`config.mk`:
```
export PLATFORM = sky130hd
export DESIGN_NAME = tefc_event_fifo
export DESIGN_NICKNAME = d
export VERILOG_FILES = /design/src/shared/tefc_pkg.sv /design/src/rtl/tefc_event_fifo.sv
export VERILOG_INCLUDE_DIRS = /design/src /design/src/shared
export SDC_FILE = /design/constraint.sdc
export NUM_CORES = 1
export LEC_CHECK = 0
export BUFFER_PORTS_ARGS = -buffer_cell sky130_fd_sc_hd__buf_2
export CAP_MARGIN = 5
export CORE_ASPECT_RATIO = 2
export CORE_MARGIN = 2
export CORE_UTILIZATION = 53
export DETAILED_ROUTE_END_ITERATION = 7
export PLACE_DENSITY_LB_ADDON = 0.1
export SETUP_SLACK_MARGIN = 0.1
export SLEW_MARGIN = 20
export SYNTH_ARGS = -nofsm -noshare
export SYNTH_HDL_FRONTEND = slang
export SYNTH_SLANG_ARGS = --single-unit
```
`constraint.sdc`:
```
create_clock -name clock -period 4.77 [get_ports clock]
set_input_delay 0.477 -clock clock [delete_from_list [all_inputs] [get_ports clock]]
set_output_delay 0.477 -clock clock [all_outputs]
set_load 0.01 [all_outputs]
```
`src/shared/tefc_params.svh`:
```
// Register indices, field positions, reset values and sizes of the transmit event FIFO controller
`ifndef TEFC_PARAMS_SVH
`define TEFC_PARAMS_SVH
`define TEFC_IDX_CON 2'h0
`define TEFC_IDX_STA 2'h1
`define TEFC_IDX_UA 2'h2
`define TEFC_CON_DEPTH_LSB 24
`define TEFC_CON_DEPTH_MSB 28
`define TEFC_CON_FLUSH 10
`define TEFC_CON_ADVANCE 8
`define TEFC_CON_TSEN 5
`define TEFC_CON_OVIE 3
`define TEFC_CON_FIE 2
`define TEFC_CON_HIE 1
`define TEFC_CON_NEIE 0
`define TEFC_STA_OVF 3
`define TEFC_STA_FULL 2
`define TEFC_STA_HALF 1
`define TEFC_STA_NE 0
`define TEFC_RST_DEPTH 5'h00
`define TEFC_RST_FLUSH 1'h1
`define TEFC_RST_EN 4'h0
`define TEFC_OBJ_BYTES 32'h0000_0008
`define TEFC_STAMP_BYTES 32'h0000_0004
`endif

```
`src/shared/tefc_pkg.sv`:
```
// Types shared by the transmit event FIFO controller
package tefc_pkg;
  typedef struct packed {
    logic wr;
    logic rd;
    logic [1:0] idx;
    logic [31:0] data;
  } tefc_req_s;
  typedef struct packed {
    logic valid;
    logic stamp;
    logic [31:0] addr;
    logic [31:0] stampValue;
  } tefc_ramwr_s;
endpackage

```
`src/rtl/tefc_event_fifo.sv`:
```
// Transmit event FIFO control, status and pointer logic
`timescale 1ns/100ps
`include "tefc_params.svh"
module tefc_event_fifo
  import tefc_pkg::*;
(
  input wire logic clock, // 25 MHz controller clock
  input wire logic arst_n, // Asynchronous reset, active low
  input wire logic configMode, // High while in configuration mode
  input wire tefc_req_s regReq, // Register access, one cycle per strobe
  output tefc_req_s regRsp, // Read data, rd marks valid
  input wire logic eventPush, // Transmit completion event, one-cycle pulse
  input wire logic [31:0] timeStamp, // Time stamp of the completed frame
  input wire logic [31:0] ramBase, // RAM start address of the event FIFO
  output tefc_ramwr_s ramWr, // Event object write to RAM
  output logic eventFifoIrq // Interrupt request, level
);

  logic [4:0] depth_reg;
  logic tsEn_reg;
  logic [3:0] irqEn_reg;
  logic flush_reg;
  logic [4:0] head_reg;
  logic [4:0] tail_reg;
  logic [5:0] count_reg;
  logic ovf_reg;
  tefc_req_s regRsp_reg;
  tefc_ramwr_s ramWr_reg;
  logic irq_reg;

  logic conWr;
  logic staWr;
  logic advance;
  logic pushOk;
  logic popOk;
  logic fullFlag;
  logic halfFlag;
  logic neFlag;
  logic [3:0] flags;
  logic [5:0] depthCnt;
  logic [31:0] rdMux;

  function automatic logic [4:0] nextPtr(input logic [4:0] p, input logic [4:0] last);
    nextPtr = (p == last) ? 5'h00 : 5'(p + 5'h01);
  endfunction

  function automatic logic [31:0] addrOf(input logic [31:0] base, input logic [4:0] p, input logic ts);
    logic [31:0] size;
    size = ts ? 32'(`TEFC_OBJ_BYTES + `TEFC_STAMP_BYTES) : `TEFC_OBJ_BYTES;
    addrOf = 32'(base + 32'(32'(p) * size));
  endfunction

  assign conWr = regReq.wr && (regReq.idx == `TEFC_IDX_CON);
  assign staWr = regReq.wr && (regReq.idx == `TEFC_IDX_STA);
  assign advance = conWr && regReq.data[`TEFC_CON_ADVANCE] && !configMode && !flush_reg;
  assign depthCnt = 6'({1'b0, depth_reg} + 6'h01);
  assign fullFlag = (count_reg == depthCnt);
  assign halfFlag = ({count_reg, 1'b0} >= {1'b0, depthCnt});
  assign neFlag = (count_reg != 6'h00);
  assign flags = {ovf_reg, fullFlag, halfFlag, neFlag};
  assign pushOk = eventPush && !fullFlag && !flush_reg && !configMode;
  assign popOk = advance && neFlag;

  // Depth and time-stamp enable lock outside configuration
  always_ff @(posedge clock or negedge arst_n) begin
    if (!arst_n) begin
      depth_reg <= `TEFC_RST_DEPTH;
      tsEn_reg <= 1'b0;
    end else if (conWr && configMode) begin
      depth_reg <= regReq.data[`TEFC_CON_DEPTH_MSB:`TEFC_CON_DEPTH_LSB];
      tsEn_reg <= regReq.data[`TEFC_CON_TSEN];
    end
  end

  always_ff @(posedge clock or negedge arst_n) begin
    if (!arst_n) begin
      irqEn_reg <= `TEFC_RST_EN;
    end else if (conWr) begin
      irqEn_reg <= {regReq.data[`TEFC_CON_OVIE], regReq.data[`TEFC_CON_FIE],
                    regReq.data[`TEFC_CON_HIE], regReq.data[`TEFC_CON_NEIE]};
    end
  end

  // Flush is held in configuration and completes on the first normal-mode cycle
  always_ff @(posedge clock or negedge arst_n) begin
    if (!arst_n) begin
      flush_reg <= `TEFC_RST_FLUSH;
    end else if (configMode) begin
      flush_reg <= 1'b1;
    end else if (flush_reg) begin
      flush_reg <= 1'b0;
    end else if (conWr && regReq.data[`TEFC_CON_FLUSH]) begin
      flush_reg <= 1'b1;
    end
  end

  always_ff @(posedge clock or negedge arst_n) begin
    if (!arst_n) begin
      head_reg <= 5'h00;
      tail_reg <= 5'h00;
      count_reg <= 6'h00;
    end else if (flush_reg) begin
      head_reg <= 5'h00;
      tail_reg <= 5'h00;
      count_reg <= 6'h00;
    end else begin
      if (pushOk) begin
        head_reg <= nextPtr(head_reg, depth_reg);
      end
      if (popOk) begin
        tail_reg <= nextPtr(tail_reg, depth_reg);
      end
      if (pushOk && !popOk) begin
        count_reg <= 6'(count_reg + 6'h01);
      end else if (popOk && !pushOk) begin
        count_reg <= 6'(count_reg - 6'h01);
      end
    end
  end

  // Set wins over a software clear in the same cycle
  always_ff @(posedge clock or negedge arst_n) begin
    if (!arst_n) begin
      ovf_reg <= 1'b0;
    end else if (eventPush && fullFlag && !flush_reg && !configMode) begin
      ovf_reg <= 1'b1;
    end else if (staWr && !regReq.data[`TEFC_STA_OVF]) begin
      ovf_reg <= 1'b0;
    end
  end

  always_ff @(posedge clock or negedge arst_n) begin
    if (!arst_n) begin
      ramWr_reg <= '0;
    end else begin
      ramWr_reg.valid <= pushOk;
      ramWr_reg.stamp <= pushOk && tsEn_reg;
      ramWr_reg.addr <= addrOf(ramBase, head_reg, tsEn_reg);
      ramWr_reg.stampValue <= (pushOk && tsEn_reg) ? timeStamp : 32'h0000_0000;
    end
  end

  always_ff @(posedge clock or negedge arst_n) begin
    if (!arst_n) begin
      irq_reg <= 1'b0;
    end else begin
      irq_reg <= |(flags & irqEn_reg);
    end
  end

  always_comb begin
    rdMux = 32'h0000_0000;
    unique case (regReq.idx)
      `TEFC_IDX_CON: begin
        rdMux[`TEFC_CON_DEPTH_MSB:`TEFC_CON_DEPTH_LSB] = depth_reg;
        rdMux[`TEFC_CON_FLUSH] = flush_reg;
        rdMux[`TEFC_CON_TSEN] = tsEn_reg;
        rdMux[`TEFC_CON_OVIE] = irqEn_reg[3];
        rdMux[`TEFC_CON_FIE] = irqEn_reg[2];
        rdMux[`TEFC_CON_HIE] = irqEn_reg[1];
        rdMux[`TEFC_CON_NEIE] = irqEn_reg[0];
      end
      `TEFC_IDX_STA: begin
        rdMux[3:0] = flags;
      end
      `TEFC_IDX_UA: begin
        rdMux = addrOf(ramBase, tail_reg, tsEn_reg);
      end
      default: begin
        rdMux = 32'h0000_0000;
      end
    endcase
  end

  always_ff @(posedge clock or negedge arst_n) begin
    if (!arst_n) begin
      regRsp_reg <= '0;
    end else begin
      regRsp_reg.wr <= 1'b0;
      regRsp_reg.rd <= regReq.rd;
      regRsp_reg.idx <= regReq.idx;
      regRsp_reg.data <= regReq.rd ? rdMux : 32'h0000_0000;
    end
  end

  assign regRsp = regRsp_reg;
  assign ramWr = ramWr_reg;
  assign eventFifoIrq = irq_reg;
endmodule

```
==> results of run 1 <==
metrics by stage:
step | total power (W) | utilization (%) | instance area, µm²
detailed placement | 0.00199 | 62.2 | 8130
finish | 0.00323 | 66.6 | 8700
global placement | 0.00195 | 62.2 | 8130
CTS | 0.00326 | 66.6 | 8700
floorplan | 0.00176 | - | 7080
global route | 0.00339 | 66.6 | 8700
per-layer routing:
metal,vias to the layer above,routed length (µm),track usage (%)
li1,2652,-,-
met1,2690,5730,24.9
met2,161,10200,48.5
met3,55,622,3.94
met4,0,727,13.0
met5,-,0,0
cell usage in the layout (no fill, tap or decap), types with 5 or more instances in the layout:
cell type,n
buf_2,184
dfrtp_1,129
ha_1,50
xnor2_1,44
nor2_1,41
and3_1,39
inv_1,38
nand2_1,30
nand3_1,27
o21ai_0,24
and2_1,20
xor2_1,18
clkbuf_16,17
nand4_1,16
a21oi_1,15
nor2b_1,11
buf_4,11
nor3_1,10
mux2_2,10
a21o_1,9
fa_1,9
o21a_1,5
a211oi_1,5
mux2i_1,5
mux2_4,5
inv_6,5
clkinvlp_4,5
worst max path at each step:
stage	start	slack, ns	endpoint	cells past startpoint
global route	depth_reg[0]	0.73	count_reg[5]	14
finish	depth_reg[0]	1.02	count_reg[5]	14
global placement	tsEn_reg	1.13	regRsp[23]	12
CTS	depth_reg[0]	1.04	count_reg[5]	14
detailed placement	depth_reg[0]	1.06	count_reg[5]	14
floorplan	tsEn_reg	1.33	regRsp[27]	12
cells by family (layout without fill, tap and decap cells):
group                    Yosys count  in the layout  synth area share [%]
AO/OA/AOI/OAI                    100            100                  10.5
XOR/XNOR                          64             64                  8.21
adder cells (fa/ha/maj)           59             59                  11.4
buffers and inverters             68            265                  4.10
flip-flops                       130            130                  45.9
multiplexers                      21             21                  3.67
other                              1              1                0.0529
AND/OR/NAND/NOR                  212            212                  16.2
power by group:
| group | total [W] | switching [W] | internal (W) |
|---|---|---|---|
| sequential | 0.00130 | 0.000105 | 0.00119 |
| clock | 0.00127 | 0.000532 | 0.000735 |
| combinational | 0.000671 | 0.000362 | 0.000309 |
| total | 0.00323 | 0.00100 | 0.00223 |
cell type report:
type / instances / area, µm² / area share [%]
timing repair buffer: 195 / 1000 / 11.5
tap: 152 / 190 / 2.19
sequential: 130 / 3250 / 37.4
multi-input combinational: 457 / 3540 / 40.7
clock inverter: 14 / 145 / 1.67
clock buffer: 18 / 429 / 4.93
inverter: 38 / 143 / 1.64
==> results by group, run 1 <==
Status
  – Outcome: finished, violations left
  – Violated checks: DRC

Drt
  – Initial DRC count: 213
  – Vias per inst: 5.54
  – Via count: 5,558
  – Drt pass-1 iters: 7
  – WL/cell: around 17 µm
  – # DRC: 14
  – Post-Route WL: 17,200 µm
  – Post-route ant nets: 0

Cells and area
  – Synth-to-layout area growth: 22.9%
  – Number of fill cells: 1,085
  – Layout cell share with drive strength beyond 1: 30.5%
  – NumNets Final: 1,002
  – Number of flip-flops in the largest register: 66
  – Fin cells: 1,004
  – # diodes: 0

STA
  – Max Slew Vio Count: 0
  – # setup viols final: 0
  – Final Hold Fails: 0
  – Tmin final: 3.75 ns
  – Worst-margin pin slew: about 0.88 ns
  – Final setup margin: ~1.0 ns
  – Fin Setup TNS: 0 ns
  – Final period utilization: around 79%
  – Relative slew margins: 41.1%
  – Setup Skew: 0.00872 ns
  – Fin Hold WS: 0.0880 ns
  – Fmax: 267 MHz
  – Unrepaired setup endpoints after global routing: no

Logic synthesis
  – EDFF count, synth: 0
  – Top-count cell post-synth: dfrtp_1
  – Top post-synthesis cells by count: 129 x dfrtp_1, 50 x ha_1, 44 x xnor2_1
  – Syn Area/Cell: between 10 and 15 µm²
  – Post-synth ARST share: between 90% and 100%
  – Synth Register Bits: 130
  – Synth Flop Type: dfrtp_1
  – Synth warn: 0
  – Mapped Nets: 818
  – Top-area cell type share of the netlist area: roughly 46%
  – Area contributors post-synth: dfrtp_1 46%, ha_1 8.8%, xnor2_1 5.4%
  – Synth Cell Area: 7080 µm²
  – Sequential share of the synthesized area: 45.9%
  – Distinct cell type count of the synthesized netlist: 65
  – Post-synth top area cell: dfrtp_1
  – Cell count after synthesis: about 660

Clock network
  – Root buf cell: clkbuf_16
  – Clock slew at reported path FFs: 0.06 ns
  – Post-CTS Hold Fix Bufs: 0
  – CTS sink cnt: 130
  – Post-CTS setup buffers: 0
  – CTS buffer count: 17
  – Max Root-Sink Buffers: 2
  – Clk_lat worst skew: 0.42 ns
  – Post-CTS sizing: 0
  – TritonCTS clock tree: built
  – H-Tree Depth: 4

Die
  – I/O pins: between 200 and 250
  – Die Wd: roughly 86 µm
  – Cell Rows: between 50 and 60
  – Core ar.: roughly 13,000 µm²
  – DIE AREA: around 14,000 µm²
  – Starting Density: ~54%
  – Die height: 167 µm

Setup path
  – CP max-delay cell: dfrtp_1
  – CP Launch Type: register
  – Critical path class: register to register
  – R2r setup slk: around 1 ns
  – Peak fanout along the critical path: 48
  – Critical path buffers and inverters: 1
  – Worst EP arrival: between 4 and 5 ns
  – CP cell instances: ha_1 > and3_1 > a211oi_1 > and3_4 > a21oi_4 > buf_4 > nand2_1 > ha_1 > a211oi_1 > o21bai_1 > a21oi_1 > nand2_1 > o22a_1 > o211ai_1
  – Worst R2R Start: depth_reg[0]
  – Worst Reg-to-Reg Cells: 14
  – Cell family with the largest share of critical-path delay: compound AO/OA/AOI/OAI gates
  – Reg2reg end: count_reg[5]
  – Biggest cell delay along the critical path: 0.57 ns
  – CP endpoint kind: register
  – WP data required: 5.10 ns

Power and ir drop
  – LEAKAGE: 4.57 nW
  – Maximum VDD drop: 272 µV
  – Pwr dens: between 300 and 400 nW/µm²

Global route
  – GR Util All Layers: 25.2%
  – Initial antenna violation count: 0
  – Pin count of the biggest net entering global routing: 52
  – First-pass GRT wire length: 28,400 µm
  – Vias in the first global route: 5,866
  – Total congestion overflow: 0

Place
  – Number of I/O port buffers: 185
  – Placed Cells: between 900 and 1,000
  – Worst slack, placed: 1.06 ns
  – RD Place Congestion: 0.847
  – Post-DP HPWL: 13,300 µm

Job
  – Max Cap Violations: 0

Min path
  – Worst min-delay path class: primary input to asynchronous set/reset pin
Note: power is estimated with default switching activity, not from simulation.
==> inputs of run 2 (changes only) <==
- clock period: 4.77 -> 3.7 ns (I/O delays scaled with it)
==> run 2 against run 1 <==
Net effect:
- the run still ends with DRC left
- routed wire length is 1.3% higher
- clock power is 48% higher
- non-clock buffer count is 5 higher
- combinational power is 28% higher
- critical path depth stayed put
- total power is 36% higher
- design area is 1.6% higher
- maximum frequency is 9.0% higher
- sequential cell count stayed put
- worst setup slack worse by 0.76 ns
- critical endpoint is now regRsp[23]
- largest power group is now the clock network
- highest routed layer unchanged
==> results by group, run 2 (synthesized netlist as in run 1, its figures left out) <==
Global route
  – Pin count of the biggest net entering global routing: 64 (+23%)
  – Vias in the first global route: 5,773 (-1.6%)
  – Initial antenna violation count: 1 (+1)
  – First-pass GRT wire length: 28,000 µm (-1.5%)
  – GR Util All Layers: 25.0% (-0.14 points)
  – Total congestion overflow: 0 (unchanged)

STA
  – Final Hold Fails: 0 (unchanged)
  – Fin Setup TNS: 0 ns (unchanged)
  – Worst-margin pin slew: 0.807 ns (-0.0701 ns)
  – Fin Hold WS: 0.0237 ns (-0.0643 ns)
  – # setup viols final: 0 (unchanged)
  – Max Slew Vio Count: 0 (unchanged)
  – Setup Skew: 0.00798 ns (-0.000747 ns)
  – Tmin final: 3.44 ns (-0.309 ns)
  – Relative slew margins: 45.7% (+4.7 points)
  – Unrepaired setup endpoints after global routing: no
  – Final period utilization: 92.9% (+14 points)
  – Fmax: 291 MHz (+9.0%)

Die
  – Core ar.: 13,100 µm² (unchanged)
  – Die height: 167 µm (unchanged)
  – Starting Density: 54.2% (unchanged)
  – Die Wd: 85.7 µm (unchanged)
  – Cell Rows: 59 (unchanged)
  – I/O pins: 207 (unchanged)
  – DIE AREA: 14,400 µm² (unchanged)

Job
  – Max Cap Violations: 0 (unchanged)

Place
  – Post-DP HPWL: 13,400 µm (+0.77%)
  – Placed instance area: 8170 µm² (+0.46%)
  – RD Place Congestion: 0.890 (+5.1%)
  – Number of I/O port buffers: 185 (unchanged)

Drt
  – Initial DRC count: 280 (+31%)
  – WL/cell: 17.3 µm (+0.79%)
  – Post-Route WL: 17,500 µm (+1.3%)
  – Via count: 5,610 (+0.94%)
  – Post-route ant nets: 0 (unchanged)
  – Drt pass-1 iters: 7 (unchanged)
  – # DRC: 14 (unchanged)
  – Vias per inst: 5.56 (+0.44%)

Power and ir drop
  – Maximum VDD drop: 484 µV (+78%)
  – Pwr dens: 499 nW/µm² (+34%)
  – LEAKAGE: 4.64 nW (+1.7%)
  – Pwr Total: 0.00441 W (+36%)

Cells and area
  – Post-route cell area: 8850 µm² (+1.6%)
  – Final Core Density: 67.7% (+1.1 points)
  – Number of flip-flops in the largest register: 66 (unchanged)
  – Leading cell type in the layout, fill and taps excluded: buf_2
  – Number of fill cells: 1,067 (-1.7%)
  – Layout cell share with drive strength beyond 1: 31.5% (+1.0 points)
  – NumNets Final: 1,007 (+0.50%)
  – Most frequent cells in the layout: 184 x buf_2, 127 x dfrtp_1, 50 x ha_1
  – Synth-to-layout area growth: 24.9%

Setup path
  – Critical path class: register to register
  – CP Launch Type: register
  – CP cell instances: and2_1 > ha_1 > ha_1 > ha_1 > inv_1 > fa_1 > nor2b_1 > o21a_1 > o21ai_1 > buf_4 > a211oi_2 > buf_4 > a21oi_1 > a31o_2
  – Most frequent CP cell: ha_1
  – CP endpoint kind: register
  – CP max-delay cell: dfrtp_1
  – WP data required: 4.00 ns (-1.10 ns)
  – Worst EP arrival: 3.73 ns (-0.35 ns)
  – Biggest cell delay along the critical path: 0.46 ns (-0.11 ns)
  – Peak fanout along the critical path: 9 (-81%)

Clock network
  – Root buf cell: clkbuf_16
  – CTS sink cnt: 130 (unchanged)
  – Clock slew at reported path FFs: 0.06 ns (about the same)
  – Clk_lat worst skew: 0.41 ns (about the same)
  – H-Tree Depth: 4 (unchanged)
  – CTS buffer count: 17 (unchanged)
  – Post-CTS Hold Fix Bufs: 0 (unchanged)
  – TritonCTS clock tree: built
  – Max Root-Sink Buffers: 2 (unchanged)

Status
  – Violated checks: DRC
  – Outcome: finished, violations left

Min path
  – Worst min-delay path class: primary input to asynchronous set/reset pin
[run 2: changes by cell type in the layout (fill, tap and decap cells not counted), moves of 2 or more]
cell        before  now
dfrtp_1        129  127
inv_8            3    1
dfrtp_2          0    2
clkinvlp_4       5    0
clkinv_4         0    3
bufinv_16        1    5
buf_4           11   16
[run 2: final cells by class]
| class | count | area (µm²) | share of cell area [%] |
|---|---|---|---|
| multi-input combinational | 457 | 3550 | 40.1 |
| sequential | 130 | 3260 | 36.8 |
| timing repair buffer | 200 | 1040 | 11.8 |
| clock buffer | 18 | 439 | 4.96 |
| clock inverter | 13 | 223 | 2.52 |
| tap | 152 | 190 | 2.15 |
| inverter | 38 | 143 | 1.61 |
| antenna | 1 | 2.50 | 0.0283 |
[run 2: through the flow]
step                      cells  setup WS, ns
final                      1009         0.262
after CTS                  1008         0.181
after floorplan             655         0.256
after detailed placement    977         0.169
after global placement      977         0.278
after global routing       1009         0.101
[run 2: critical path, delay by kind of cell (launching register included)]
kind | cells | cell delay, ns
buffers and inverters | 3 | 0.45
AOI/OAI and AO/OA | 5 | 0.75
and+or+nand+nor | 2 | 0.32
DFF | 1 | 0.46
adders and majority gates | 4 | 1.35
[run 2: final timing paths]
path,from,end,slack [ns],depth (start not counted)
min in group clock,ramBase[1],ramWr[33],0.08,1
worst max-delay path,tail_reg[2],regRsp[23],0.26,14
worst min register to register,irqEn_reg[1],eventFifoIrq,0.51,2
max in group asynchronous,arst_n,tsEn_reg,2.66,2
worst max register to register,tail_reg[2],regRsp[23],0.26,14
worst min-delay path,arst_n,ramWr[43],0.02,1
[run 2: report_power, final]
group          leakage, nW  switching, W  internal, W
sequential            1.68      0.000139      0.00154
clock                0.324      0.000650      0.00123
combinational         2.64      0.000463     0.000397
total                 4.64       0.00125      0.00316
[run 2: metal layers]
layer	routed length [µm]	vias to the layer above	track usage, %
met5	0	-	0
met4	629	0	12.4
met3	598	41	4.53
met2	10300	163	48.5
met1	5930	2746	24.3
li1	-	2660	-
[run 2: repair_timing]
item                                    in CTS  in global routing
endpoints found under the hold margin        0                  0
buffers inserted                             0                  0
cloned                                       0                  0
resized for setup                            1                  5
endpoints found under the setup margin       1                  7
